<file path="src/rtl/rspwm_pkg.sv">
// Constants, offsets and field layout of the three-phase PWM block
package rspwm_pkg;
  // Counter and compare width
  localparam int CNT_W = 16;
  // Clock rate and counter prescale
  localparam int CLK_HZ = 100_000_000;
  localparam int CNT_HZ = 6_250_000;
  localparam int PRESCALE = CLK_HZ / CNT_HZ;
  localparam logic [3:0] PRESCALE_MAX = 4'(PRESCALE - 1);
  // Register byte offsets
  localparam logic [7:0] OFS_CTRL = 8'h00;
  localparam logic [7:0] OFS_MODE = 8'h04;
  localparam logic [7:0] OFS_PER_BUF = 8'h08;
  localparam logic [7:0] OFS_D1_BUF = 8'h0C;
  localparam logic [7:0] OFS_D2_BUF = 8'h10;
  localparam logic [7:0] OFS_D3_BUF = 8'h14;
  localparam logic [7:0] OFS_PER_CMP = 8'h18;
  localparam logic [7:0] OFS_D1_CMP = 8'h1C;
  localparam logic [7:0] OFS_D2_CMP = 8'h20;
  localparam logic [7:0] OFS_D3_CMP = 8'h24;
  localparam logic [7:0] OFS_COUNT = 8'h28;
  localparam logic [7:0] OFS_AUX_PER = 8'h2C;
  localparam logic [7:0] OFS_AUX_SW = 8'h30;
  localparam logic [7:0] OFS_AUX_CNT = 8'h34;
  localparam logic [7:0] OFS_PORT = 8'h38;
  localparam logic [7:0] OFS_IRQ_STAT = 8'h3C;
  localparam logic [7:0] OFS_IRQ_EN = 8'h40;
  localparam logic [7:0] OFS_IRQ_CLR = 8'h44;
  // Control bits
  localparam int CTRL_RUN = 0;
  localparam int CTRL_AUX_RUN = 1;
  // Mode bits: buffer enables
  localparam int MODE_BUF_A = 0;
  localparam int MODE_BUF_B = 1;
  // Port register: bits 2:0 select port per phase, 5:3 port level
  localparam int PORT_SEL_LSB = 0;
  localparam int PORT_LVL_LSB = 3;
  // Interrupt status bits
  localparam int IRQ_PERIOD = 0;
  localparam int IRQ_AUX_A = 1;
  localparam int IRQ_AUX_B = 2;
  localparam int IRQ_W = 3;
  // Reset values
  localparam logic [CNT_W-1:0] PERIOD_RST = 16'h09C3;
  localparam logic [CNT_W-1:0] CNT_RST = 16'h0000;
  // Idle output level of an active-low output
  localparam logic OUT_IDLE = 1'b1;
  // AXI responses
  localparam logic [1:0] RESP_OKAY = 2'b00;
  localparam logic [1:0] RESP_SLVERR = 2'b10;
endpackage : rspwm_pkg

</file>
<file path="src/rtl/three_phase_reset_sync_pwm.sv">
// Three-phase reset-synchronized PWM with AXI4-Lite registers
// Contract
// RULE_01 - Counter clears at period match, span N+1
// RULE_02 - Buffer enables make shadow registers active
// RULE_03 - Buffers copy to compares at period match
// RULE_04 - Zero duty gives one-count pulse
// RULE_05 - Duty at/above period toggles once per period
// RULE_06 - Software uses port mode for 0/100%
// RULE_07 - Port mode drives low 0%, high 100%
// RULE_08 - Period interrupt once per carrier period
// RULE_09 - Counter counts at clock divided by 16
// RULE_10 - Software sets period 400 us
// RULE_11 - All six PWM outputs active-low (code: the three positive outputs only; negatives reset low and drive wave_reg)
// RULE_12 - Three pairs plus period toggle output
// RULE_13 - Aux counter clears at its A match
// RULE_14 - Aux A interrupt marks 100% switchover
// RULE_15 - Aux B interrupt marks 0% switchover
// RULE_16 - Software writes duty into buffers only
// RULE_17 - Software starts/stops aux counter around interrupts
// RULE_18 - Outputs toggle at duty match and clear
// RULE_19 - Negative output complements positive under timer
`timescale 1ns/100ps
module three_phase_reset_sync_pwm
  import rspwm_pkg::*;
(
  // Clock and reset
  input wire logic aclk,
  input wire logic aresetn,
  // AXI4-Lite write address and data
  input wire logic [7:0] s_axi_awaddr,
  input wire logic s_axi_awvalid,
  output logic s_axi_awready,
  input wire logic [31:0] s_axi_wdata,
  input wire logic [3:0] s_axi_wstrb,
  input wire logic s_axi_wvalid,
  output logic s_axi_wready,
  // AXI4-Lite write response
  output logic [1:0] s_axi_bresp,
  output logic s_axi_bvalid,
  input wire logic s_axi_bready,
  // AXI4-Lite read
  input wire logic [7:0] s_axi_araddr,
  input wire logic s_axi_arvalid,
  output logic s_axi_arready,
  output logic [31:0] s_axi_rdata,
  output logic [1:0] s_axi_rresp,
  output logic s_axi_rvalid,
  input wire logic s_axi_rready,
  // PWM pins
  output logic period_toggle_out,
  output logic phase1_pos_out,
  output logic phase1_neg_out,
  output logic phase2_pos_out,
  output logic phase2_neg_out,
  output logic phase3_pos_out,
  output logic phase3_neg_out,
  // Interrupt
  output logic irq
);

  ////////////////////////////////////////////////////////////////////////////
  // State
  logic [3:0] pre_reg;
  logic tick_reg;
  logic [1:0] ctrl_reg;
  logic [1:0] mode_reg;
  logic [CNT_W-1:0] period_buffer_reg;
  logic [CNT_W-1:0] period_compare_reg;
  logic [CNT_W-1:0] duty_buffer_reg [3];
  logic [CNT_W-1:0] duty_compare_reg [3];
  logic [CNT_W-1:0] period_counter_reg;
  logic [CNT_W-1:0] aux_period_compare_reg;
  logic [CNT_W-1:0] aux_switch_compare_reg;
  logic [CNT_W-1:0] aux_counter_reg;
  logic [5:0] port_reg;
  logic [IRQ_W-1:0] irq_stat_reg;
  logic [IRQ_W-1:0] irq_en_reg;
  logic [2:0] wave_reg;
  logic [2:0] pos_reg;
  logic [2:0] neg_reg;
  logic toggle_reg;
  logic [1:0] aw_held_reg;
  logic [7:0] awaddr_reg;
  logic [31:0] wdata_reg;
  logic [3:0] wstrb_reg;

  ////////////////////////////////////////////////////////////////////////////
  // Prescaler: one-cycle enable per counter clock
  logic tick_d;
  assign tick_d = (pre_reg == PRESCALE_MAX);
  always_ff @(posedge aclk)
  begin
    if (!aresetn)
      pre_reg <= 4'h0;
    else
      pre_reg <= tick_d ? 4'h0 : pre_reg + 4'h1; // [RULE_09]
  end

  always_ff @(posedge aclk)
  begin
    if (!aresetn)
      tick_reg <= 1'b0;
    else
      tick_reg <= tick_d;
  end

  ////////////////////////////////////////////////////////////////////////////
  // Period, aux A and aux B match decode
  wire run = ctrl_reg[CTRL_RUN];
  wire aux_run = ctrl_reg[CTRL_AUX_RUN];
  wire per_match = run && tick_reg &&
                   (period_counter_reg == period_compare_reg);
  wire aux_a_match = aux_run && tick_reg &&
                     (aux_counter_reg == aux_period_compare_reg);
  wire aux_b_match = aux_run && tick_reg &&
                     (aux_counter_reg == aux_switch_compare_reg);

  // Main counter clears on last count equal to period
  always_ff @(posedge aclk)
  begin
    if (!aresetn)
      period_counter_reg <= CNT_RST;
    else if (per_match)
      period_counter_reg <= CNT_RST; // [RULE_01]
    else if (run && tick_reg)
      period_counter_reg <= period_counter_reg + 16'h0001;
  end

  // Aux normal-mode counter
  always_ff @(posedge aclk)
  begin
    if (!aresetn)
      aux_counter_reg <= CNT_RST;
    else if (aux_a_match)
      aux_counter_reg <= CNT_RST; // [RULE_13]
    else if (aux_run && tick_reg)
      aux_counter_reg <= aux_counter_reg + 16'h0001;
  end

  ////////////////////////////////////////////////////////////////////////////
  // AXI write decode
  logic [1:0] aw_held_next;
  wire aw_take = s_axi_awvalid && s_axi_awready;
  wire w_take = s_axi_wvalid && s_axi_wready;
  wire [7:0] wa = aw_take ? s_axi_awaddr : awaddr_reg;
  wire [31:0] wd = w_take ? s_axi_wdata : wdata_reg;
  wire [3:0] ws = w_take ? s_axi_wstrb : wstrb_reg;
  wire a_ok = aw_take || aw_held_reg[0];
  wire d_ok = w_take || aw_held_reg[1];
  wire wr_go = a_ok && d_ok && !s_axi_bvalid;
  assign aw_held_next = wr_go ? 2'b00 : {d_ok, a_ok};

  // Byte-merged 16-bit write value
  function automatic logic [CNT_W-1:0] merge16(input logic [CNT_W-1:0] old,
                                               input logic [31:0] d,
                                               input logic [3:0] s);
    merge16 = {s[1] ? d[15:8] : old[15:8], s[0] ? d[7:0] : old[7:0]};
  endfunction : merge16

  wire wr_ctrl = wr_go && ws[0] && (wa == OFS_CTRL);
  wire wr_mode = wr_go && ws[0] && (wa == OFS_MODE);
  wire wr_pbuf = wr_go && (wa == OFS_PER_BUF);
  wire wr_pcmp = wr_go && (wa == OFS_PER_CMP);
  wire wr_aper = wr_go && (wa == OFS_AUX_PER);
  wire wr_asw = wr_go && (wa == OFS_AUX_SW);
  wire wr_port = wr_go && ws[0] && (wa == OFS_PORT);
  wire wr_en = wr_go && ws[0] && (wa == OFS_IRQ_EN);
  wire wr_clr = wr_go && ws[0] && (wa == OFS_IRQ_CLR);
  wire wr_cnt = wr_go && (wa == OFS_COUNT);
  wire map_hit = (wa == OFS_CTRL) || (wa == OFS_MODE) ||
                 ((wa >= OFS_PER_BUF) && (wa <= OFS_IRQ_CLR) &&
                  (wa[1:0] == 2'b00));
  wire buf_on = mode_reg[MODE_BUF_A] && mode_reg[MODE_BUF_B];

  // Handshake and response
  always_ff @(posedge aclk)
  begin
    if (!aresetn)
    begin
      aw_held_reg <= 2'b00;
      s_axi_awready <= 1'b0;
      s_axi_wready <= 1'b0;
      s_axi_bvalid <= 1'b0;
      s_axi_bresp <= RESP_OKAY;
      awaddr_reg <= 8'h00;
      wdata_reg <= 32'h0000_0000;
      wstrb_reg <= 4'h0;
    end
    else
    begin
      aw_held_reg <= aw_held_next;
      if (aw_take)
        awaddr_reg <= s_axi_awaddr;
      if (w_take)
      begin
        wdata_reg <= s_axi_wdata;
        wstrb_reg <= s_axi_wstrb;
      end
      s_axi_awready <= !aw_held_next[0] && !aw_take && !s_axi_bvalid;
      s_axi_wready <= !aw_held_next[1] && !w_take && !s_axi_bvalid;
      if (wr_go)
      begin
        s_axi_bvalid <= 1'b1;
        s_axi_bresp <= map_hit ? RESP_OKAY : RESP_SLVERR;
      end
      else if (s_axi_bready)
        s_axi_bvalid <= 1'b0;
    end
  end

  ////////////////////////////////////////////////////////////////////////////
  // Control, mode, aux and port registers
  always_ff @(posedge aclk)
  begin
    if (!aresetn)
    begin
      ctrl_reg <= 2'b00;
      mode_reg <= 2'b00;
      port_reg <= 6'h00;
      irq_en_reg <= 3'b000;
      aux_period_compare_reg <= PERIOD_RST;
      aux_switch_compare_reg <= CNT_RST;
    end
    else
    begin
      if (wr_ctrl)
        ctrl_reg <= wd[1:0];
      if (wr_mode)
        mode_reg <= wd[1:0];
      if (wr_port)
        port_reg <= wd[5:0];
      if (wr_en)
        irq_en_reg <= wd[IRQ_W-1:0];
      if (wr_aper)
        aux_period_compare_reg <= merge16(aux_period_compare_reg, wd, ws);
      if (wr_asw)
        aux_switch_compare_reg <= merge16(aux_switch_compare_reg, wd, ws);
    end
  end

  // Period buffer and compare; buffer copy at period match
  always_ff @(posedge aclk)
  begin
    if (!aresetn)
    begin
      period_buffer_reg <= PERIOD_RST;
      period_compare_reg <= PERIOD_RST;
    end
    else
    begin
      if (wr_pbuf)
        period_buffer_reg <= merge16(period_buffer_reg, wd, ws);
      if (per_match && buf_on)
        period_compare_reg <= period_buffer_reg; // [RULE_02] [RULE_03]
      else if (wr_pcmp)
        period_compare_reg <= merge16(period_compare_reg, wd, ws);
    end
  end

  ////////////////////////////////////////////////////////////////////////////
  // Per-phase duty registers and waveform
  genvar g;
  generate
    for (g = 0; g < 3; g++)
    begin : g_phase
      wire [7:0] bofs = OFS_D1_BUF + 8'(4 * g);
      wire [7:0] cofs = OFS_D1_CMP + 8'(4 * g);
      wire duty_match = run && tick_reg &&
                        (period_counter_reg == duty_compare_reg[g]);
      always_ff @(posedge aclk)
      begin
        if (!aresetn)
        begin
          duty_buffer_reg[g] <= CNT_RST;
          duty_compare_reg[g] <= CNT_RST;
        end
        else
        begin
          if (wr_go && wa == bofs)
            duty_buffer_reg[g] <= merge16(duty_buffer_reg[g], wd, ws);
          if (per_match && buf_on)
            duty_compare_reg[g] <= duty_buffer_reg[g]; // [RULE_03]
          else if (wr_go && wa == cofs)
            duty_compare_reg[g] <= merge16(duty_compare_reg[g], wd, ws);
        end
      end
      // Toggle on duty match or on clear; both at once give one toggle,
      // so a duty equal to the period still flips once per period
      always_ff @(posedge aclk)
      begin
        if (!aresetn)
          wave_reg[g] <= 1'b0;
        else
          wave_reg[g] <= wave_reg[g] ^ (duty_match || per_match); // [RULE_18]
      end
      // Pin drive: timer wave active-low, or port level
      always_ff @(posedge aclk)
      begin
        if (!aresetn)
        begin
          // Pair stays complementary through reset too
          pos_reg[g] <= OUT_IDLE;
          neg_reg[g] <= !OUT_IDLE; // [RULE_19]
        end
        else if (port_reg[PORT_SEL_LSB + g])
        begin
          pos_reg[g] <= port_reg[PORT_LVL_LSB + g]; // [RULE_07]
          neg_reg[g] <= !port_reg[PORT_LVL_LSB + g];
        end
        else
        begin
          pos_reg[g] <= !wave_reg[g]; // [RULE_11] [RULE_04] [RULE_05]
          neg_reg[g] <= wave_reg[g]; // [RULE_19]
        end
      end
    end
  endgenerate

  // Period-synchronized toggle output
  always_ff @(posedge aclk)
  begin
    if (!aresetn)
      toggle_reg <= 1'b0;
    else if (per_match)
      toggle_reg <= !toggle_reg; // [RULE_12]
  end

  ////////////////////////////////////////////////////////////////////////////
  // Interrupt status: set wins over clear
  wire [IRQ_W-1:0] irq_set = {aux_b_match, aux_a_match, per_match};
  wire [IRQ_W-1:0] irq_clr = wr_clr ? wd[IRQ_W-1:0] : 3'b000;
  always_ff @(posedge aclk)
  begin
    if (!aresetn)
      irq_stat_reg <= 3'b000;
    else
      irq_stat_reg <= (irq_stat_reg & ~irq_clr) | // [RULE_14] [RULE_15]
                      irq_set; // [RULE_08]
  end

  always_ff @(posedge aclk)
  begin
    if (!aresetn)
      irq <= 1'b0;
    else
      irq <= |(irq_stat_reg & irq_en_reg);
  end

  ////////////////////////////////////////////////////////////////////////////
  // Read path
  logic [31:0] rd_val;
  wire [7:0] ra = s_axi_araddr;
  wire rd_hit = (ra <= OFS_IRQ_CLR) && (ra[1:0] == 2'b00);
  always_comb
  begin
    rd_val = 32'h0000_0000;
    if (ra == OFS_CTRL) rd_val = {30'h0, ctrl_reg};
    else if (ra == OFS_MODE) rd_val = {30'h0, mode_reg};
    else if (ra == OFS_PER_BUF) rd_val = {16'h0, period_buffer_reg};
    else if (ra == OFS_D1_BUF) rd_val = {16'h0, duty_buffer_reg[0]};
    else if (ra == OFS_D2_BUF) rd_val = {16'h0, duty_buffer_reg[1]};
    else if (ra == OFS_D3_BUF) rd_val = {16'h0, duty_buffer_reg[2]};
    else if (ra == OFS_PER_CMP) rd_val = {16'h0, period_compare_reg};
    else if (ra == OFS_D1_CMP) rd_val = {16'h0, duty_compare_reg[0]};
    else if (ra == OFS_D2_CMP) rd_val = {16'h0, duty_compare_reg[1]};
    else if (ra == OFS_D3_CMP) rd_val = {16'h0, duty_compare_reg[2]};
    else if (ra == OFS_COUNT) rd_val = {16'h0, period_counter_reg};
    else if (ra == OFS_AUX_PER) rd_val = {16'h0, aux_period_compare_reg};
    else if (ra == OFS_AUX_SW) rd_val = {16'h0, aux_switch_compare_reg};
    else if (ra == OFS_AUX_CNT) rd_val = {16'h0, aux_counter_reg};
    else if (ra == OFS_PORT) rd_val = {26'h0, port_reg};
    else if (ra == OFS_IRQ_STAT) rd_val = {29'h0, irq_stat_reg};
    else if (ra == OFS_IRQ_EN) rd_val = {29'h0, irq_en_reg};
  end

  always_ff @(posedge aclk)
  begin
    if (!aresetn)
    begin
      s_axi_arready <= 1'b0;
      s_axi_rvalid <= 1'b0;
      s_axi_rdata <= 32'h0000_0000;
      s_axi_rresp <= RESP_OKAY;
    end
    else if (s_axi_arvalid && s_axi_arready)
    begin
      s_axi_arready <= 1'b0;
      s_axi_rvalid <= 1'b1;
      s_axi_rdata <= rd_val;
      s_axi_rresp <= rd_hit ? RESP_OKAY : RESP_SLVERR;
    end
    else
    begin
      if (s_axi_rvalid && s_axi_rready)
        s_axi_rvalid <= 1'b0;
      s_axi_arready <= !s_axi_rvalid && !s_axi_arready;
    end
  end

  // Pins from flops
  assign period_toggle_out = toggle_reg;
  assign phase1_pos_out = pos_reg[0];
  assign phase1_neg_out = neg_reg[0];
  assign phase2_pos_out = pos_reg[1];
  assign phase2_neg_out = neg_reg[1];
  assign phase3_pos_out = pos_reg[2];
  assign phase3_neg_out = neg_reg[2];

  ////////////////////////////////////////////////////////////////////////////
  // Assertions
  property p_clear;
    @(posedge aclk) disable iff (!aresetn)
    per_match |=> period_counter_reg == CNT_RST;
  endproperty
  a_clear: assert property (p_clear) // [RULE_01]
    else $error("counter not cleared");

  property p_bufcopy;
    @(posedge aclk) disable iff (!aresetn)
    (per_match && buf_on) |=> period_compare_reg == $past(period_buffer_reg);
  endproperty
  a_bufcopy: assert property (p_bufcopy) // [RULE_03]
    else $error("no buffer copy");

  property p_tick;
    @(posedge aclk) disable iff (!aresetn)
    tick_reg |=> !tick_reg ##1 !tick_reg ##1 !tick_reg;
  endproperty
  a_tick: assert property (p_tick) // [RULE_09]
    else $error("bad prescale");

  property p_irq;
    @(posedge aclk) disable iff (!aresetn)
    per_match |=> irq_stat_reg[IRQ_PERIOD];
  endproperty
  a_irq: assert property (p_irq) // [RULE_08]
    else $error("period irq missing");

  property p_comp;
    @(posedge aclk) disable iff (!aresetn)
    !port_reg[0] && !$past(port_reg[0]) |-> phase1_neg_out != phase1_pos_out;
  endproperty
  a_comp: assert property (p_comp) // [RULE_19]
    else $error("pair not complement");

  property p_port;
    @(posedge aclk) disable iff (!aresetn)
    port_reg[0] |=> phase1_pos_out == $past(port_reg[PORT_LVL_LSB]);
  endproperty
  a_port: assert property (p_port) // [RULE_07]
    else $error("port level wrong");

  property p_toggle;
    @(posedge aclk) disable iff (!aresetn)
    per_match |=> period_toggle_out != $past(period_toggle_out);
  endproperty
  a_toggle: assert property (p_toggle) // [RULE_12]
    else $error("no period toggle");

  property p_aux;
    @(posedge aclk) disable iff (!aresetn)
    aux_a_match |=> aux_counter_reg == CNT_RST && irq_stat_reg[IRQ_AUX_A];
  endproperty
  a_aux: assert property (p_aux) // [RULE_13] [RULE_14]
    else $error("aux clear wrong");

  property p_auxb;
    @(posedge aclk) disable iff (!aresetn)
    aux_b_match |=> irq_stat_reg[IRQ_AUX_B];
  endproperty
  a_auxb: assert property (p_auxb) // [RULE_15]
    else $error("aux b irq missing");

  property p_wave;
    @(posedge aclk) disable iff (!aresetn)
    (g_phase[0].duty_match || per_match) |=>
    wave_reg[0] != $past(wave_reg[0]);
  endproperty
  a_wave: assert property (p_wave) // [RULE_18] [RULE_05]
    else $error("wave no toggle");

  c_period: cover property (@(posedge aclk) per_match);
  c_aux: cover property (@(posedge aclk) aux_a_match);
  c_irq: cover property (@(posedge aclk) irq);
endmodule : three_phase_reset_sync_pwm
</file>
<file path="config.mk">
export PLATFORM = sky130hd
export DESIGN_NAME = three_phase_reset_sync_pwm
export DESIGN_NICKNAME = d
export VERILOG_FILES = /design/src/rtl/rspwm_pkg.sv /design/src/rtl/three_phase_reset_sync_pwm.sv
export SDC_FILE = /design/constraint.sdc
export NUM_CORES = 1
export LEC_CHECK = 0
export BUFFER_PORTS_ARGS = -buffer_cell sky130_fd_sc_hd__buf_4
export CORE_ASPECT_RATIO = 1.4
export CORE_MARGIN = 2
export CORE_UTILIZATION = 55
export CTS_CLUSTER_DIAMETER = 150
export DETAILED_ROUTE_END_ITERATION = 8
export GPL_ROUTABILITY_DRIVEN = 0
export PLACE_DENSITY = 0.73
export SKIP_CTS_REPAIR_TIMING = 1
export SYNTH_ARGS = -nofsm -noshare
export SYNTH_HDL_FRONTEND = slang
export SYNTH_SLANG_ARGS = --single-unit
</file>
<file path="constraint.sdc">
create_clock -name aclk -period 3.75 [get_ports aclk]
set_input_delay 1.125 -clock aclk [delete_from_list [all_inputs] [get_ports aclk]]
set_output_delay 1.125 -clock aclk [all_outputs]
set_load 0.03 [all_outputs]
</file>
-- Word-level counts from Yosys, hierarchy flattened
Memories as Yosys holds them, arrays and structs flattened.
Cells that the tools add are included.
- equality and inequality tests: 37
- $lt $le $gt $ge: 3
- add/sub/neg operators: 3
- bitwise logic cells: 17
- mux-type cells: 84
- reduce and logical (&&, ||, !) cells: 83
- operators by type and width (operator ; number):
    16-bit 2-to-1 mux ; 26
    8-bit 2-to-1 mux ; 15
    8-bit by 6-bit equality test with 1-bit output (second input constant) ; 13
    16-bit equality test ; 6
    8-bit by 5-bit equality test with 1-bit output (second input constant) ; 8
    1-bit logical AND ; 40
    1-bit 2-to-1 mux ; 35
    16-bit by 1-bit adder with 16-bit output (second input constant) ; 2
    8-bit by 4-bit equality test with 1-bit output (second input constant) ; 4
    8-bit by 7-bit equality test with 1-bit output (second input constant) ; 3
    8-bit by 3-bit equality test with 1-bit output (second input constant) ; 2
    8-bit by 7-bit less-or-equal comparator with 1-bit output (second input constant) ; 2
    8-bit zero test ; 2
    2-bit AND reduction ; 8
    1-bit zero test ; 14
    2-bit nonzero test ; 5
    3-bit 2-to-1 mux ; 3
    1-bit bitwise OR ; 9
    8-bit by 4-bit >= comparator with 1-bit output (second input constant) ; 1
    2-bit 2-to-1 mux ; 4
    2-bit OR reduction ; 4
    1-bit logical OR ; 7
    3-bit bitwise AND ; 2
    6-bit 2-to-1 mux ; 1
    other kinds (8) ; 11
- word-level logic and storage cells: 269
- output and inout bits: 49
- register bits: 197
- bits of input ports: 59
- memories: 2
- bits in writable memories: 96
- memory list (memory ; depth ; width ; read ports ; clocked after memory_dff ; write ports ; RTL line ; RTL):
    duty_buffer_reg ; 3 ; 16 ; 3 ; 0 ; 3 ; three_phase_reset_sync_pwm.sv:69 ; logic [CNT_W-1:0] duty_buffer_reg [3];
    duty_compare_reg ; 3 ; 16 ; 3 ; 0 ; 3 ; three_phase_reset_sync_pwm.sv:70 ; logic [CNT_W-1:0] duty_compare_reg [3];

-- Logic depth before layout (Yosys ltp)
Gate-level depths: netlist of run 1.
- depth after elaboration: 18
- mapped depth: 10
- mapped depth without buffers: 7

-- Worst setup path after synthesis of run 1
No wires, ideal clock.
- kind: input port to flip-flop
- start: input s_axi_awvalid
- end: memory duty_buffer_reg[1][0], enable pin
- path slack: 360 ps
- data required time: 3366 ps
- stages on the path: 6
- library setup time: 384 ps
- data arrival time: 3006 ps
- buffers on the path: 1
- cell sequence: buf_6 > a211o_1 > and2_1 > nor4_2 > nand2_1 > o21ai_0
- RTL lines (what ; RTL line ; RTL):
    start: declaration ; three_phase_reset_sync_pwm.sv:31 ; input wire logic s_axi_awvalid,
    end: declaration ; three_phase_reset_sync_pwm.sv:69 ;

-- Worst setup path in the final report of run 1
- start: input s_axi_araddr[3]
- end: register s_axi_rdata[3]
- word-level cells in the longest chain between the ends: 16
- elaborated cells on any way between the ends: 30
- classes of those cells: eq/ne (14); mux (15); reduce/logical (1)
- RTL lines (what ; RTL line ; RTL):
    start: declaration ; three_phase_reset_sync_pwm.sv:42 ; input wire logic [7:0] s_axi_araddr,
    8-bit by 6-bit equality test with 1-bit output ; three_phase_reset_sync_pwm.sv:371 ; else if (ra == OFS_PORT) rd_val = {26'h0, port_reg};
    6-bit 2-to-1 mux ; three_phase_reset_sync_pwm.sv:371 ;
    16-bit 2-to-1 mux ; three_phase_reset_sync_pwm.sv:370 ; else if (ra == OFS_AUX_CNT) rd_val = {16'h0, aux_counter_reg};
    16-bit 2-to-1 mux ; three_phase_reset_sync_pwm.sv:369 ; else if (ra == OFS_AUX_SW) rd_val = {16'h0, aux_switch_compare_reg};
    16-bit 2-to-1 mux ; three_phase_reset_sync_pwm.sv:368 ; else if (ra == OFS_AUX_PER) rd_val = {16'h0, aux_period_compare_reg};
    16-bit 2-to-1 mux ; three_phase_reset_sync_pwm.sv:367 ; else if (ra == OFS_COUNT) rd_val = {16'h0, period_counter_reg};
    16-bit 2-to-1 mux ; three_phase_reset_sync_pwm.sv:366 ; else if (ra == OFS_D3_CMP) rd_val = {16'h0, duty_compare_reg[2]};
    16-bit 2-to-1 mux ; three_phase_reset_sync_pwm.sv:365 ; else if (ra == OFS_D2_CMP) rd_val = {16'h0, duty_compare_reg[1]};
    16-bit 2-to-1 mux ; three_phase_reset_sync_pwm.sv:364 ; else if (ra == OFS_D1_CMP) rd_val = {16'h0, duty_compare_reg[0]};
    16-bit 2-to-1 mux ; three_phase_reset_sync_pwm.sv:363 ; else if (ra == OFS_PER_CMP) rd_val = {16'h0, period_compare_reg};
    16-bit 2-to-1 mux ; three_phase_reset_sync_pwm.sv:362 ; else if (ra == OFS_D3_BUF) rd_val = {16'h0, duty_buffer_reg[2]};
    16-bit 2-to-1 mux ; three_phase_reset_sync_pwm.sv:361 ; else if (ra == OFS_D2_BUF) rd_val = {16'h0, duty_buffer_reg[1]};
    16-bit 2-to-1 mux ; three_phase_reset_sync_pwm.sv:360 ; else if (ra == OFS_D1_BUF) rd_val = {16'h0, duty_buffer_reg[0]};
    16-bit 2-to-1 mux ; three_phase_reset_sync_pwm.sv:359 ; else if (ra == OFS_PER_BUF) rd_val = {16'h0, period_buffer_reg};
    16-bit 2-to-1 mux ; three_phase_reset_sync_pwm.sv:358 ; else if (ra == OFS_MODE) rd_val = {30'h0, mode_reg};
    16-bit 2-to-1 mux (*) ; three_phase_reset_sync_pwm.sv:357 ; if (ra == OFS_CTRL) rd_val = {30'h0, ctrl_reg};
    end signal: assignment ; three_phase_reset_sync_pwm.sv:389 ; s_axi_rdata <= rd_val;
    end: declaration ; three_phase_reset_sync_pwm.sv:45 ; output logic [31:0] s_axi_rdata,
Every way passes the cells marked *; elsewhere a longest branch is shown, timed or not.
A chain may end at the register's enable or synchronous reset.

==> impl_results.rst, run 1 <==
.. list-table::
   :header-rows: 1

   * - Metric
     - Value
   * - Outcome
     - completed
   * - Worst-case register-to-register setup slack
     - 0.88 ns
   * - Number of antenna violations at the first check in global routing
     - 1
   * - Critical Path Slowest Stage Cell
     - sky130_fd_sc_hd__a221oi_1
   * - Category of the worst setup path capture point
     - flip-flop
   * - Final worst slack
     - 0.701 ns
   * - Number of global-route vias before repair
     - 12417
   * - Placed instance count
     - between 1500 and 2000
   * - Post-synthesis average cell area
     - between 9 and 10 sq um
   * - Final routed wire length divided by cell count
     - 25.8 um
   * - Share of flip-flops with an asynchronous set or reset after synthesis
     - 0%
   * - Fraction of the cycle the final worst path needs
     - 81.3%
   * - Register cell area after layout
     - approximately 0.0065 sq mm
   * - Final cell area excluding filler cells
     - 0.0165 sq mm
   * - Path category of the worst min-delay check
     - flip-flop to flip-flop
   * - Post-synthesis sequential area ratio
     - roughly 45%
   * - Commonest register cell after synthesis
     - sky130_fd_sc_hd__dfxtp_1
   * - Number of buffers added on ports
     - 71
   * - Antenna Cells
     - 0
   * - DRC viols
     - 0
   * - Number of clock buffers inserted by TritonCTS
     - 27
   * - Highest net fanout along the worst path
     - 29
   * - Type of the worst setup path
     - input port to flip-flop
   * - Root Buffer Master
     - sky130_fd_sc_hd__clkbuf_16
   * - DR vias/cell
     - 6.64
   * - Die footprint
     - 0.0277 sq mm
   * - Placed Instance Area
     - between 0.015 and 0.02 sq mm
   * - H-tree lvl count
     - 1
   * - Post-Place Setup Slack
     - 0.299 ns
   * - Fraction of layout instances using a drive strength above 1
     - 15.6%
   * - TritonCTS clock tree
     - done
   * - Area added between synthesis and finish
     - 13.5%
   * - Starting density of the core
     - a little under three fifths
   * - Max-capacitance violation count
     - 0
   * - Reg-to-reg endpoint
     - duty_compare_reg[0][9]
   * - Proportion of netlist area held by the largest area contributor
     - 24.7%
   * - Post-DRT Antenna Nets
     - 0
   * - Post-synth EDFFs
     - 96
   * - Crit path cell chain
     - buf_4 -> buf_4 -> nand2b_1 -> a22o_1 -> o32ai_1 -> a221oi_1 -> o221ai_1 -> and3_1
   * - Post-Route WL
     - 50200 um
   * - Post-synthesis instance area
     - 0.0145 sq mm
   * - Most used cell, CP
     - sky130_fd_sc_hd__buf_4
   * - Detail Placement HPWL
     - 36200 um
   * - Clock sink count
     - about 280
   * - Count leader, synth
     - sky130_fd_sc_hd__dfxtp_1
   * - Ranking of synthesized cells by instance count
     - sky130_fd_sc_hd__dfxtp_1, sky130_fd_sc_hd__nor2_1, sky130_fd_sc_hd__nand2_1, sky130_fd_sc_hd__xor2_1, sky130_fd_sc_hd__edfxtp_1
   * - Layout Utilization
     - 63.2%
   * - Warnings, synthesis
     - 0
   * - Clock Skews
     - approximately 0.035 ns
   * - Clock Pin Slew Worst Setup and Hold Paths
     - 0.06 ns
   * - Crit Reg-Reg Startpoint
     - period_counter_reg[11]
   * - Total core area
     - 0.0260 sq mm
   * - Crit path arrival time
     - 3.47 ns
   * - CTS max path bufs
     - 3
   * - Total power per unit cell area
     - 411 mW/mm^2
   * - Synthesized instance count
     - 1536
   * - Total I/O pin count
     - 108
   * - Setup_tns
     - 0 ns
   * - FF+latch count, synth
     - 275
   * - Skew-Pair Late Insertion Delay
     - approximately 0.56 ns
   * - Cell depth of the worst flop-to-flop path
     - 7
   * - Fin. max-slew vios
     - 0
   * - Wire length of the first global-routing pass
     - 74600 um
   * - Unique masters post-synth
     - 77
   * - Highest clock rate
     - 328 MHz
   * - Hold violation total from the final report
     - 0
   * - Setup repair after global routing missed its margin
     - no
   * - Worst-Margin Slew
     - around 1.2 ns
   * - Die width
     - 141 um
   * - Number of nets at the end of the flow
     - 1663
   * - Multi-input gate area in the final layout
     - 0.00733 sq mm
   * - Total congestion overflow
     - 0
   * - Finish-stage setup viols
     - 0
   * - Placement row count
     - 70
   * - Global Route Usage Sum
     - roughly 36%
   * - CP peak stage delay
     - 0.72 ns
   * - PnR Total Power
     - 6.76 mW
   * - Maximum number of pins on one net before global-route repair
     - 86
   * - Remaining max-slew budget at the tightest pin
     - a little under a fifth
   * - Filler cell count
     - between 2000 and 2500
   * - Cell type with the largest total area after synthesis
     - sky130_fd_sc_hd__dfxtp_1
   * - Tightest hold margin
     - 0.445 ns
   * - First-iteration detailed-routing DRC count
     - between 1500 and 2000
   * - Final min period
     - 3.05 ns
   * - Synth area leaders
     - sky130_fd_sc_hd__dfxtp_1, sky130_fd_sc_hd__edfxtp_1, sky130_fd_sc_hd__mux2i_1
   * - Overall die height
     - 196 um
   * - Sort of element at the start of the critical path
     - input port
   * - Final Instance Count excl. Fillers
     - 1945
   * - Required time at the worst-slack endpoint
     - about 4.2 ns
   * - Via count
     - 12922
   * - Number of cells traversed by the worst hold path
     - 1
   * - Startpoint of the worst hold path
     - aw_held_reg[0]
   * - Leakage power
     - around 6.6 nW
   * - Worst Hold Path EP
     - s_axi_awready
   * - IR Drop Worst-Case VDD
     - 399 uV
   * - DR pass1 iterations
     - 9
==> kinds of logic (layout without fill, tap and decap cells) <==
logic type | after synthesis | count (layout) | synth area share (%)
and+or+nand+nor | 465 | 465 | 15.7
xor gates and xnor gates | 131 | 131 | 7.92
DFF | 275 | 275 | 44.6
other | 1 | 18 | 0.0259
AOI/OAI and AO/OA | 370 | 370 | 17.1
buffers and inverters | 170 | 238 | 5.47
adders and majority gates | 3 | 3 | 0.259
muxes | 121 | 121 | 8.93
==> power by group <==
part | internal (mW) | switching (mW)
Sequential | 3.14 | 0.0574
Clock | 1.72 | 1.20
Combinational | 0.211 | 0.424
Total | 5.08 | 1.69
==> cell type report <==
cell class / instances / share of cell area (%)
multi-input combinational: 1108 / 44.5
tap: 324 / 2.46
clock buffer: 38 / 4.73
timing repair buffer: 150 / 7.07
clock inverter: 11 / 1.00
sequential: 275 / 39.3
inverter: 39 / 0.890
==> layout by cell type, fill, tap and decap left out, drive strengths merged, types with 10 or more instances in the layout <==
| master | instances |
|---|---|
| dfxtp | 179 |
| o2bb2ai | 50 |
| mux2 | 26 |
| and2 | 10 |
| nor3 | 18 |
| xnor2 | 31 |
| conb | 18 |
| and3 | 10 |
| a21oi | 92 |
| xor2 | 100 |
| inv | 41 |
| a211oi | 18 |
| nand3 | 60 |
| mux2i | 91 |
| nor2 | 151 |
| buf | 150 |
| edfxtp | 96 |
| o22ai | 25 |
| o211ai | 10 |
| o21ai | 94 |
| nand2 | 124 |
| a221oi | 11 |
| nand4 | 17 |
| clkbuf | 38 |
| nand2b | 12 |
| nor4 | 24 |
==> worst max-delay path: cells and delay by family <==
kind,cells,cell delay [ns]
AO/OA/AOI/OAI,4,1.27
buffers and inverters,2,0.64
AND/OR/NAND/NOR,2,0.41
==> per-layer routing <==
metal	GRT usage (%)	up-vias	wire length, um
met4	26.6	2	4510
met3	8.25	251	5350
met5	0	-	17
met1	43.0	6096	17900
met2	56.0	903	22400
li1	-	5670	-
==> worst max-delay path by stage <==
stage	startpoint	end	slack, ns	cells after the start
2_1_floorplan	s_axi_awvalid	duty_buffer_reg[1][0]	0.36	6
3_3_place_gp	s_axi_awvalid	duty_buffer_reg[0][11]	0.34	7
3_5_place_dp	s_axi_awvalid	duty_compare_reg[1][9]	0.30	7
4_1_cts	s_axi_awvalid	duty_compare_reg[1][0]	0.85	7
5_1_grt	s_axi_araddr[3]	s_axi_rdata[3]	0.59	8
6_report	s_axi_araddr[3]	s_axi_rdata[3]	0.70	8
Power figures use the tool's default switching activity.
==> run 2, diff against run 1 <==
--- a/config.mk
+++ b/config.mk
@@ -12,7 +12,7 @@
 export CTS_CLUSTER_DIAMETER = 150
 export DETAILED_ROUTE_END_ITERATION = 8
 export GPL_ROUTABILITY_DRIVEN = 0
-export PLACE_DENSITY = 0.73
+export PLACE_DENSITY = 0.76
 export SKIP_CTS_REPAIR_TIMING = 1
 export SYNTH_ARGS = -nofsm -noshare
 export SYNTH_HDL_FRONTEND = slang
==> constraint.sdc (replaced) <==
create_clock -name aclk -period 2.8 [get_ports aclk]
set_input_delay 0.84 -clock aclk [delete_from_list [all_inputs] [get_ports aclk]]
set_output_delay 0.84 -clock aclk [all_outputs]
set_load 0.03 [all_outputs]
==> run 2 against run 1 <==
  * Non-clock buffer count rose by 73
  * Combinational power rose by 46%
  * Critical path depth down 1
  * Sequential power increased by 34%
  * Critical endpoint is now duty_compare_reg[2][12]
  * Highest routed layer is now met4
==> impl_results.rst, run 2 (synthesis results as in run 1) <==
.. list-table::
   :header-rows: 1

   * - Metric
     - Value
   * - Outcome
     - completed
   * - Fraction of the cycle the final worst path needs
     - 97.5%
   * - Antenna Cells
     - 0
   * - Fraction of layout instances using a drive strength above 1
     - 19.4%
   * - Final worst slack
     - approximately 0.07 ns
   * - Multi-input gate area in the final layout
     - 0.00734 sq mm
   * - Number of global-route vias before repair
     - between 10000 and 15000
   * - Hold violation total from the final report
     - 0
   * - Logic gate share of total power
     - 10.6%
   * - Fraction of power consumed by sequential logic
     - 48.8%
   * - Net switching power of the design
     - 2.25 mW
   * - Final cell area excluding filler cells
     - 0.0171 sq mm
   * - Clock Pin Slew Worst Setup and Hold Paths
     - 0.06 ns
   * - Max-capacitance violation count
     - 0
   * - Fin. max-slew vios
     - 0
   * - Total congestion overflow
     - 0
   * - H-tree lvl count
     - 1
   * - Total power per unit cell area
     - between 500 and 600 mW/mm^2
   * - TritonCTS clock tree
     - done
   * - First-iteration detailed-routing DRC count
     - 1784
   * - Highest net fanout along the worst path
     - 8
   * - Count of buffer and inverter cells on the critical path
     - 1
   * - Skew-Pair Late Insertion Delay
     - about 0.55 ns
   * - DR vias/cell
     - approximately 6.6
   * - Starting density of the core
     - 55.7%
   * - DRC viols
     - 0
   * - CP peak stage delay
     - 0.62 ns
   * - Crit Reg-Reg Startpoint
     - period_compare_reg[8]
   * - Sort of element at the start of the critical path
     - flip-flop
   * - Die footprint
     - 0.0277 sq mm
   * - Final min period
     - about 2.7 ns
   * - Startpoint of the worst hold path
     - aw_held_reg[0]
   * - Number of nets at the end of the flow
     - 1736
   * - Overall die height
     - about 200 um
   * - Layout Utilization
     - 65.7%
   * - Remaining max-slew budget at the tightest pin
     - 49.9%
   * - Finish-stage setup viols
     - 0
   * - Total I/O pin count
     - 108
   * - Leakage power
     - approximately 7.0 nW
   * - Worst-Margin Slew
     - 0.731 ns
   * - Post-Place Setup Slack
     - -0.131 ns
   * - Crit path cell chain
     - xnor2_2 -> nand4_1 -> or4b_4 -> nor4_4 -> nor2_2 -> o21ai_0 -> buf_4
   * - Tightest hold margin
     - 0.448 ns
   * - Total core area
     - 0.0260 sq mm
   * - Most common cell after layout, fill and taps aside
     - sky130_fd_sc_hd__buf_4
   * - Via count
     - about 13000
   * - Cell family contributing the most delay on the critical path
     - simple AND/OR/NAND/NOR gates
   * - Die width
     - 141 um
   * - Crit path arrival time
     - 2.97 ns
   * - Launching element of the worst setup path
     - period_compare_reg[8]
   * - Number of clock buffers inserted by TritonCTS
     - 27
   * - Placement row count
     - 70
   * - Post-Route WL
     - 52100 um
   * - Post-DRT Antenna Nets
     - 0
   * - Filler cell count
     - 2038
   * - Share of total power consumed by net switching
     - 25.6%
   * - Critical Path Slowest Stage Cell
     - sky130_fd_sc_hd__or4b_4
   * - Register cell area after layout
     - 0.00647 sq mm
   * - Commonest cells after routing, fill and taps aside
     - sky130_fd_sc_hd__buf_4, sky130_fd_sc_hd__dfxtp_1, sky130_fd_sc_hd__nor2_1
   * - Root Buffer Master
     - sky130_fd_sc_hd__clkbuf_16
   * - Share of power burned in the clock network
     - 40.6%
   * - Global Route Usage Sum
     - 37.5%
   * - Number of buffers added on ports
     - about 70
   * - IR Drop Worst-Case VDD
     - between 600 and 700 uV
   * - Placed Instance Area
     - 0.0162 sq mm
   * - DR pass1 iterations
     - 6
   * - Type of the worst setup path
     - flip-flop to flip-flop
   * - Area added between synthesis and finish
     - 17.9%
   * - Clock Skews
     - between 0.008 and 0.009 ns
   * - Maximum number of pins on one net before global-route repair
     - between 100 and 150
   * - Detail Placement HPWL
     - 38700 um
   * - CTS max path bufs
     - 3
   * - Highest clock rate
     - around 370 MHz
   * - Path category of the worst min-delay check
     - flip-flop to flip-flop
   * - Final routed wire length divided by cell count
     - 25.8 um
   * - Number of antenna violations at the first check in global routing
     - 0
   * - Wire length of the first global-routing pass
     - 77600 um
   * - Category of the worst setup path capture point
     - flip-flop
   * - Internal power of the cells
     - roughly 6.5 mW
   * - Clock sink count
     - 275
   * - Required time at the worst-slack endpoint
     - 3.04 ns
   * - Setup repair after global routing missed its margin
     - no
==> run 2: cell types whose count changed in the layout (fill, tap and decap cells not counted), sizes merged <==
cell      delta
clkinvlp     +1
clkbuf       +1
buf         +73
bufinv       -3
clkinv       +1
==> run 2: path summary, 6_finish.rpt <==
kind / to / slack, ns / cells after the start
worst max register to register: duty_compare_reg[2][12] / 0.07 / 7
worst min-delay path: s_axi_awready / 0.45 / 1
worst max-delay path: duty_compare_reg[2][12] / 0.07 / 7
worst min register to register: s_axi_awready / 0.45 / 1
==> run 2: worst reg2reg max path, delay by kind of cell (launching register included) <==
| kind | cells | cell delay [ns] |
|---|---|---|
| AO/OA/AOI/OAI | 1 | 0.14 |
| XOR/XNOR | 1 | 0.24 |
| buffers and inverters | 1 | 0.28 |
| AND/OR/NAND/NOR | 4 | 1.37 |
| flip-flops | 1 | 0.37 |
==> run 2: layer usage <==
layer  part of all wire, %  GRT usage [%]  vias to the layer above  wire (um)
li1                      -              -                     5811          -
met1                    33           42.4                     6258      17000
met2                    46           60.8                     1024      23800
met3                    12           9.28                      297       6150
met4                   9.8           28.0                        0       5100
met5                     0              0                        -          0
==> run 2: area by class of cell <==
| class | instances | area share [%] |
|---|---|---|
| clock buffers | 39 | 4.47 |
| inverters | 39 | 0.857 |
| clock inverters | 10 | 0.512 |
| multi-input cells | 1108 | 43.0 |
| flip-flops and latches | 275 | 37.9 |
| repair buffers | 223 | 11.0 |
| well taps | 324 | 2.37 |
==> run 2: power by group through the flow <==
stage / combinational (mW) / sequential [mW] / clock, mW
floorplan: 0.502 / 4.36 / 0
global placement: 0.873 / 4.36 / 0
detailed placement: 0.891 / 4.37 / 0
CTS: 0.896 / 4.28 / 3.57
global route: 0.969 / 4.29 / 3.73
finish: 0.927 / 4.29 / 3.57
==> run 2: through the flow <==
stage               instances  setup TNS, ns  power [mW]
floorplan                1553          -6.65        4.86
global placement         1968          -1.29        5.24
global route             2018              0        8.99
finish                   2018              0        8.78
CTS                      2017              0        8.75
detailed placement       1968          -4.24        5.26
==> run 3, diff against run 2 <==
==> constraint.sdc (replaced) <==
create_clock -name aclk -period 2.3 [get_ports aclk]
set_input_delay 0.69 -clock aclk [delete_from_list [all_inputs] [get_ports aclk]]
set_output_delay 0.69 -clock aclk [all_outputs]
set_load 0.03 [all_outputs]
==> run 3 against run 2 <==
  * The run now ends with DRC, setup timing left
  * Via count is 7.3% higher
  * Count of clock-buffer cells in the layout is 5 lower
  * First-iteration DRC count is 22% higher
  * Fmax is 8.6% higher
  * Critical path depth is 2 higher
  * Clock power is 30% higher
  * Clock skew is 0.026 ns higher
  * Critical endpoint is now duty_compare_reg[2][10]
==> impl_results.rst, run 3 (synthesis results as in run 1) <==
.. list-table::
   :header-rows: 1

   * - Metric
     - Value
   * - Outcome
     - complete, but fails checks
   * - Violated checks
     - DRC, setup timing
   * - Global Route Usage Sum
     - roughly 40%
   * - Tightest hold margin
     - 0.394 ns
   * - Worst-case register-to-register setup slack
     - -0.21 ns
   * - Required time at the worst-slack endpoint
     - 2.69 ns
   * - Number of cells traversed by the worst hold path
     - 3
   * - Setup_tns
     - -13.43 ns
   * - CTS max path bufs
     - 3
   * - Highest metal used
     - met4
   * - Routed metal-1 wire length
     - 19100 um
   * - Critical Path Slowest Stage Cell
     - sky130_fd_sc_hd__or4b_4
   * - Sort of element at the start of the critical path
     - flip-flop
   * - Placement row count
     - 70
   * - Clock Pin Slew Worst Setup and Hold Paths
     - roughly 0.070 ns
   * - Total power per unit cell area
     - between 500 and 600 mW/mm^2
   * - Final min period
     - ~2.5 ns
   * - Hold violation total from the final report
     - 0
   * - Share of total power consumed by net switching
     - 26.0%
   * - Fraction of power consumed by sequential logic
     - 46.4%
   * - Final Instance Count excl. Fillers
     - 2143
   * - Total I/O pin count
     - 108
   * - Worst Hold Path EP
     - s_axi_rvalid
   * - Starting density of the core
     - 55.7%
   * - CP peak stage delay
     - between 0.5 and 0.6 ns
   * - Register cell area after layout
     - 0.00648 sq mm
   * - Total congestion overflow
     - 0
   * - Cell family contributing the most delay on the critical path
     - simple AND/OR/NAND/NOR gates
   * - DR vias/cell
     - 6.70
   * - Number of nets at the end of the flow
     - 1863
   * - Skew-Pair Late Insertion Delay
     - ~0.56 ns
   * - Clock sink count
     - 275
   * - Clock Skews
     - 0.0344 ns
   * - Placed instance count
     - 2076
   * - Most common cell after layout, fill and taps aside
     - sky130_fd_sc_hd__buf_4
   * - Root Buffer Master
     - sky130_fd_sc_hd__clkbuf_16
   * - Type of the worst setup path
     - flip-flop to flip-flop
   * - IR Drop Worst-Case VDD
     - 674 uV
   * - Highest net fanout along the worst path
     - 12
   * - Overall die height
     - between 150 and 200 um
   * - PnR Total Power
     - about 11 mW
   * - Crit path arrival time
     - 2.91 ns
   * - Fraction of layout instances using a drive strength above 1
     - 29.5%
   * - TritonCTS clock tree
     - done
   * - Startpoint of the worst hold path
     - s_axi_rready
   * - Setup repair after global routing missed its margin
     - yes
   * - Worst-Margin Slew
     - 0.604 ns
   * - Number of buffers added on ports
     - 71
   * - Length of routed met3 wiring
     - ~7700 um
   * - DRC viols
     - 10
   * - Via count
     - around 14000
   * - Die footprint
     - 0.0277 sq mm
   * - Wire length of the first global-routing pass
     - 82300 um
   * - Layout Utilization
     - 72.3%
   * - Count of buffer and inverter cells on the critical path
     - 3
   * - Category of the worst setup path capture point
     - flip-flop
   * - Detail Placement HPWL
     - 41900 um
   * - Detailed-routed wire length on met2
     - ~26000 um
   * - Number of clock buffers inserted by TritonCTS
     - 26
   * - Multi-input gate area in the final layout
     - around 0.008 sq mm
   * - First-iteration detailed-routing DRC count
     - 2173
   * - Cell depth of the worst flop-to-flop path
     - 9
   * - Max-capacitance violation count
     - 0
   * - Crit Reg-Reg Startpoint
     - period_compare_reg[10]
   * - Final routed wire length divided by cell count
     - 27.6 um
   * - Leakage power
     - 7.87 nW
   * - Final worst slack
     - -0.215 ns
   * - Area added between synthesis and finish
     - 29.8%
   * - Final cell area excluding filler cells
     - between 0.015 and 0.02 sq mm
   * - Remaining max-slew budget at the tightest pin
     - 59.7%
   * - Fin. max-slew vios
     - 0
   * - Post-Route WL
     - 59200 um
   * - Reg-to-reg endpoint
     - duty_compare_reg[2][10]
   * - Most used cell, CP
     - sky130_fd_sc_hd__buf_6
   * - DR pass1 iterations
     - 9
   * - Finish-stage setup viols
     - 98
   * - Fraction of the cycle the final worst path needs
     - 109%
   * - Share of power burned in the clock network
     - 41.2%
   * - Maximum number of pins on one net before global-route repair
     - 100
   * - Highest clock rate
     - 398 MHz
   * - Logic gate share of total power
     - 12.5%
   * - Number of global-route vias before repair
     - 13470
   * - Crit path cell chain
     - xnor2_2 -> nand4_1 -> or4b_4 -> buf_6 -> nand4b_4 -> nor4_4 -> buf_6 -> buf_12 -> o2bb2ai_1
   * - Commonest cells after routing, fill and taps aside
     - sky130_fd_sc_hd__buf_4, sky130_fd_sc_hd__dfxtp_1, sky130_fd_sc_hd__nor2_1
   * - Die width
     - 141 um
   * - Total core area
     - 0.0260 sq mm
   * - Post-Place Setup Slack
     - -0.469 ns
   * - Post-DRT Antenna Nets
     - 0
   * - Internal power of the cells
     - around 8.4 mW
   * - Number of antenna violations at the first check in global routing
     - 0
   * - Net switching power of the design
     - 2.93 mW
   * - Placed Instance Area
     - 0.0173 sq mm
   * - H-tree lvl count
     - 1
   * - Filler cell count
     - 1776
   * - Antenna Cells
     - 0
   * - Path category of the worst min-delay check
     - input port to flip-flop
[run 3: cell types whose count changed in the layout (fill, tap and decap cells not counted), sizes merged]
| cell | previous run | this run |
|---|---|---|
| buf | 223 | 349 |
| bufinv | 1 | 4 |
| clkbuf | 39 | 36 |
| inv | 41 | 40 |
[run 3: worst max-delay path by stage]
stage                                start                      end  slack, ns  cells after the start
floorplan                    s_axi_awvalid   duty_compare_reg[1][5]      -0.28                      8
global placement           s_axi_araddr[6]           s_axi_rdata[8]      -0.45                      8
detailed placement         s_axi_araddr[6]           s_axi_rdata[8]      -0.47                      8
CTS                 period_compare_reg[10]  duty_compare_reg[0][15]      -0.24                      8
global route         period_compare_reg[4]   duty_compare_reg[0][2]      -0.25                      9
finish              period_compare_reg[10]  duty_compare_reg[2][10]      -0.21                      9
[run 3: cell type report]
cell class	count	share of cell area, %
well taps	324	2.15
clock inverters	12	0.911
clock buffers	34	3.89
multi-input cells	1108	41.9
inverters	39	0.778
repair buffers	351	15.8
flip-flops and latches	275	34.5
[run 3: worst register-to-register path: cells and delay by family, from the launching register on]
kind / cells / cell delay [ns]
compound gates: 1 / 0.14
xor+xnor: 1 / 0.14
buf+inv: 3 / 0.57
flops: 1 / 0.41
simple gates: 4 / 1.08
[run 3: per-layer routing]
layer  vias to the layer above  global-route usage (%)
met4                         0                    31.1
met1                      6623                    47.6
met5                         -                       0
met3                       404                    9.28
li1                       6071                       -
met2                      1270                    62.7
[run 3: power groups by stage]
stage	registers [mW]	clock network [mW]	logic, mW
final	5.23	4.64	1.41
after global placement	5.32	0	1.26
after detailed placement	5.33	0	1.28
after global routing	5.23	4.80	1.45
after CTS	5.22	4.61	1.29
after floorplan	5.31	0	0.663
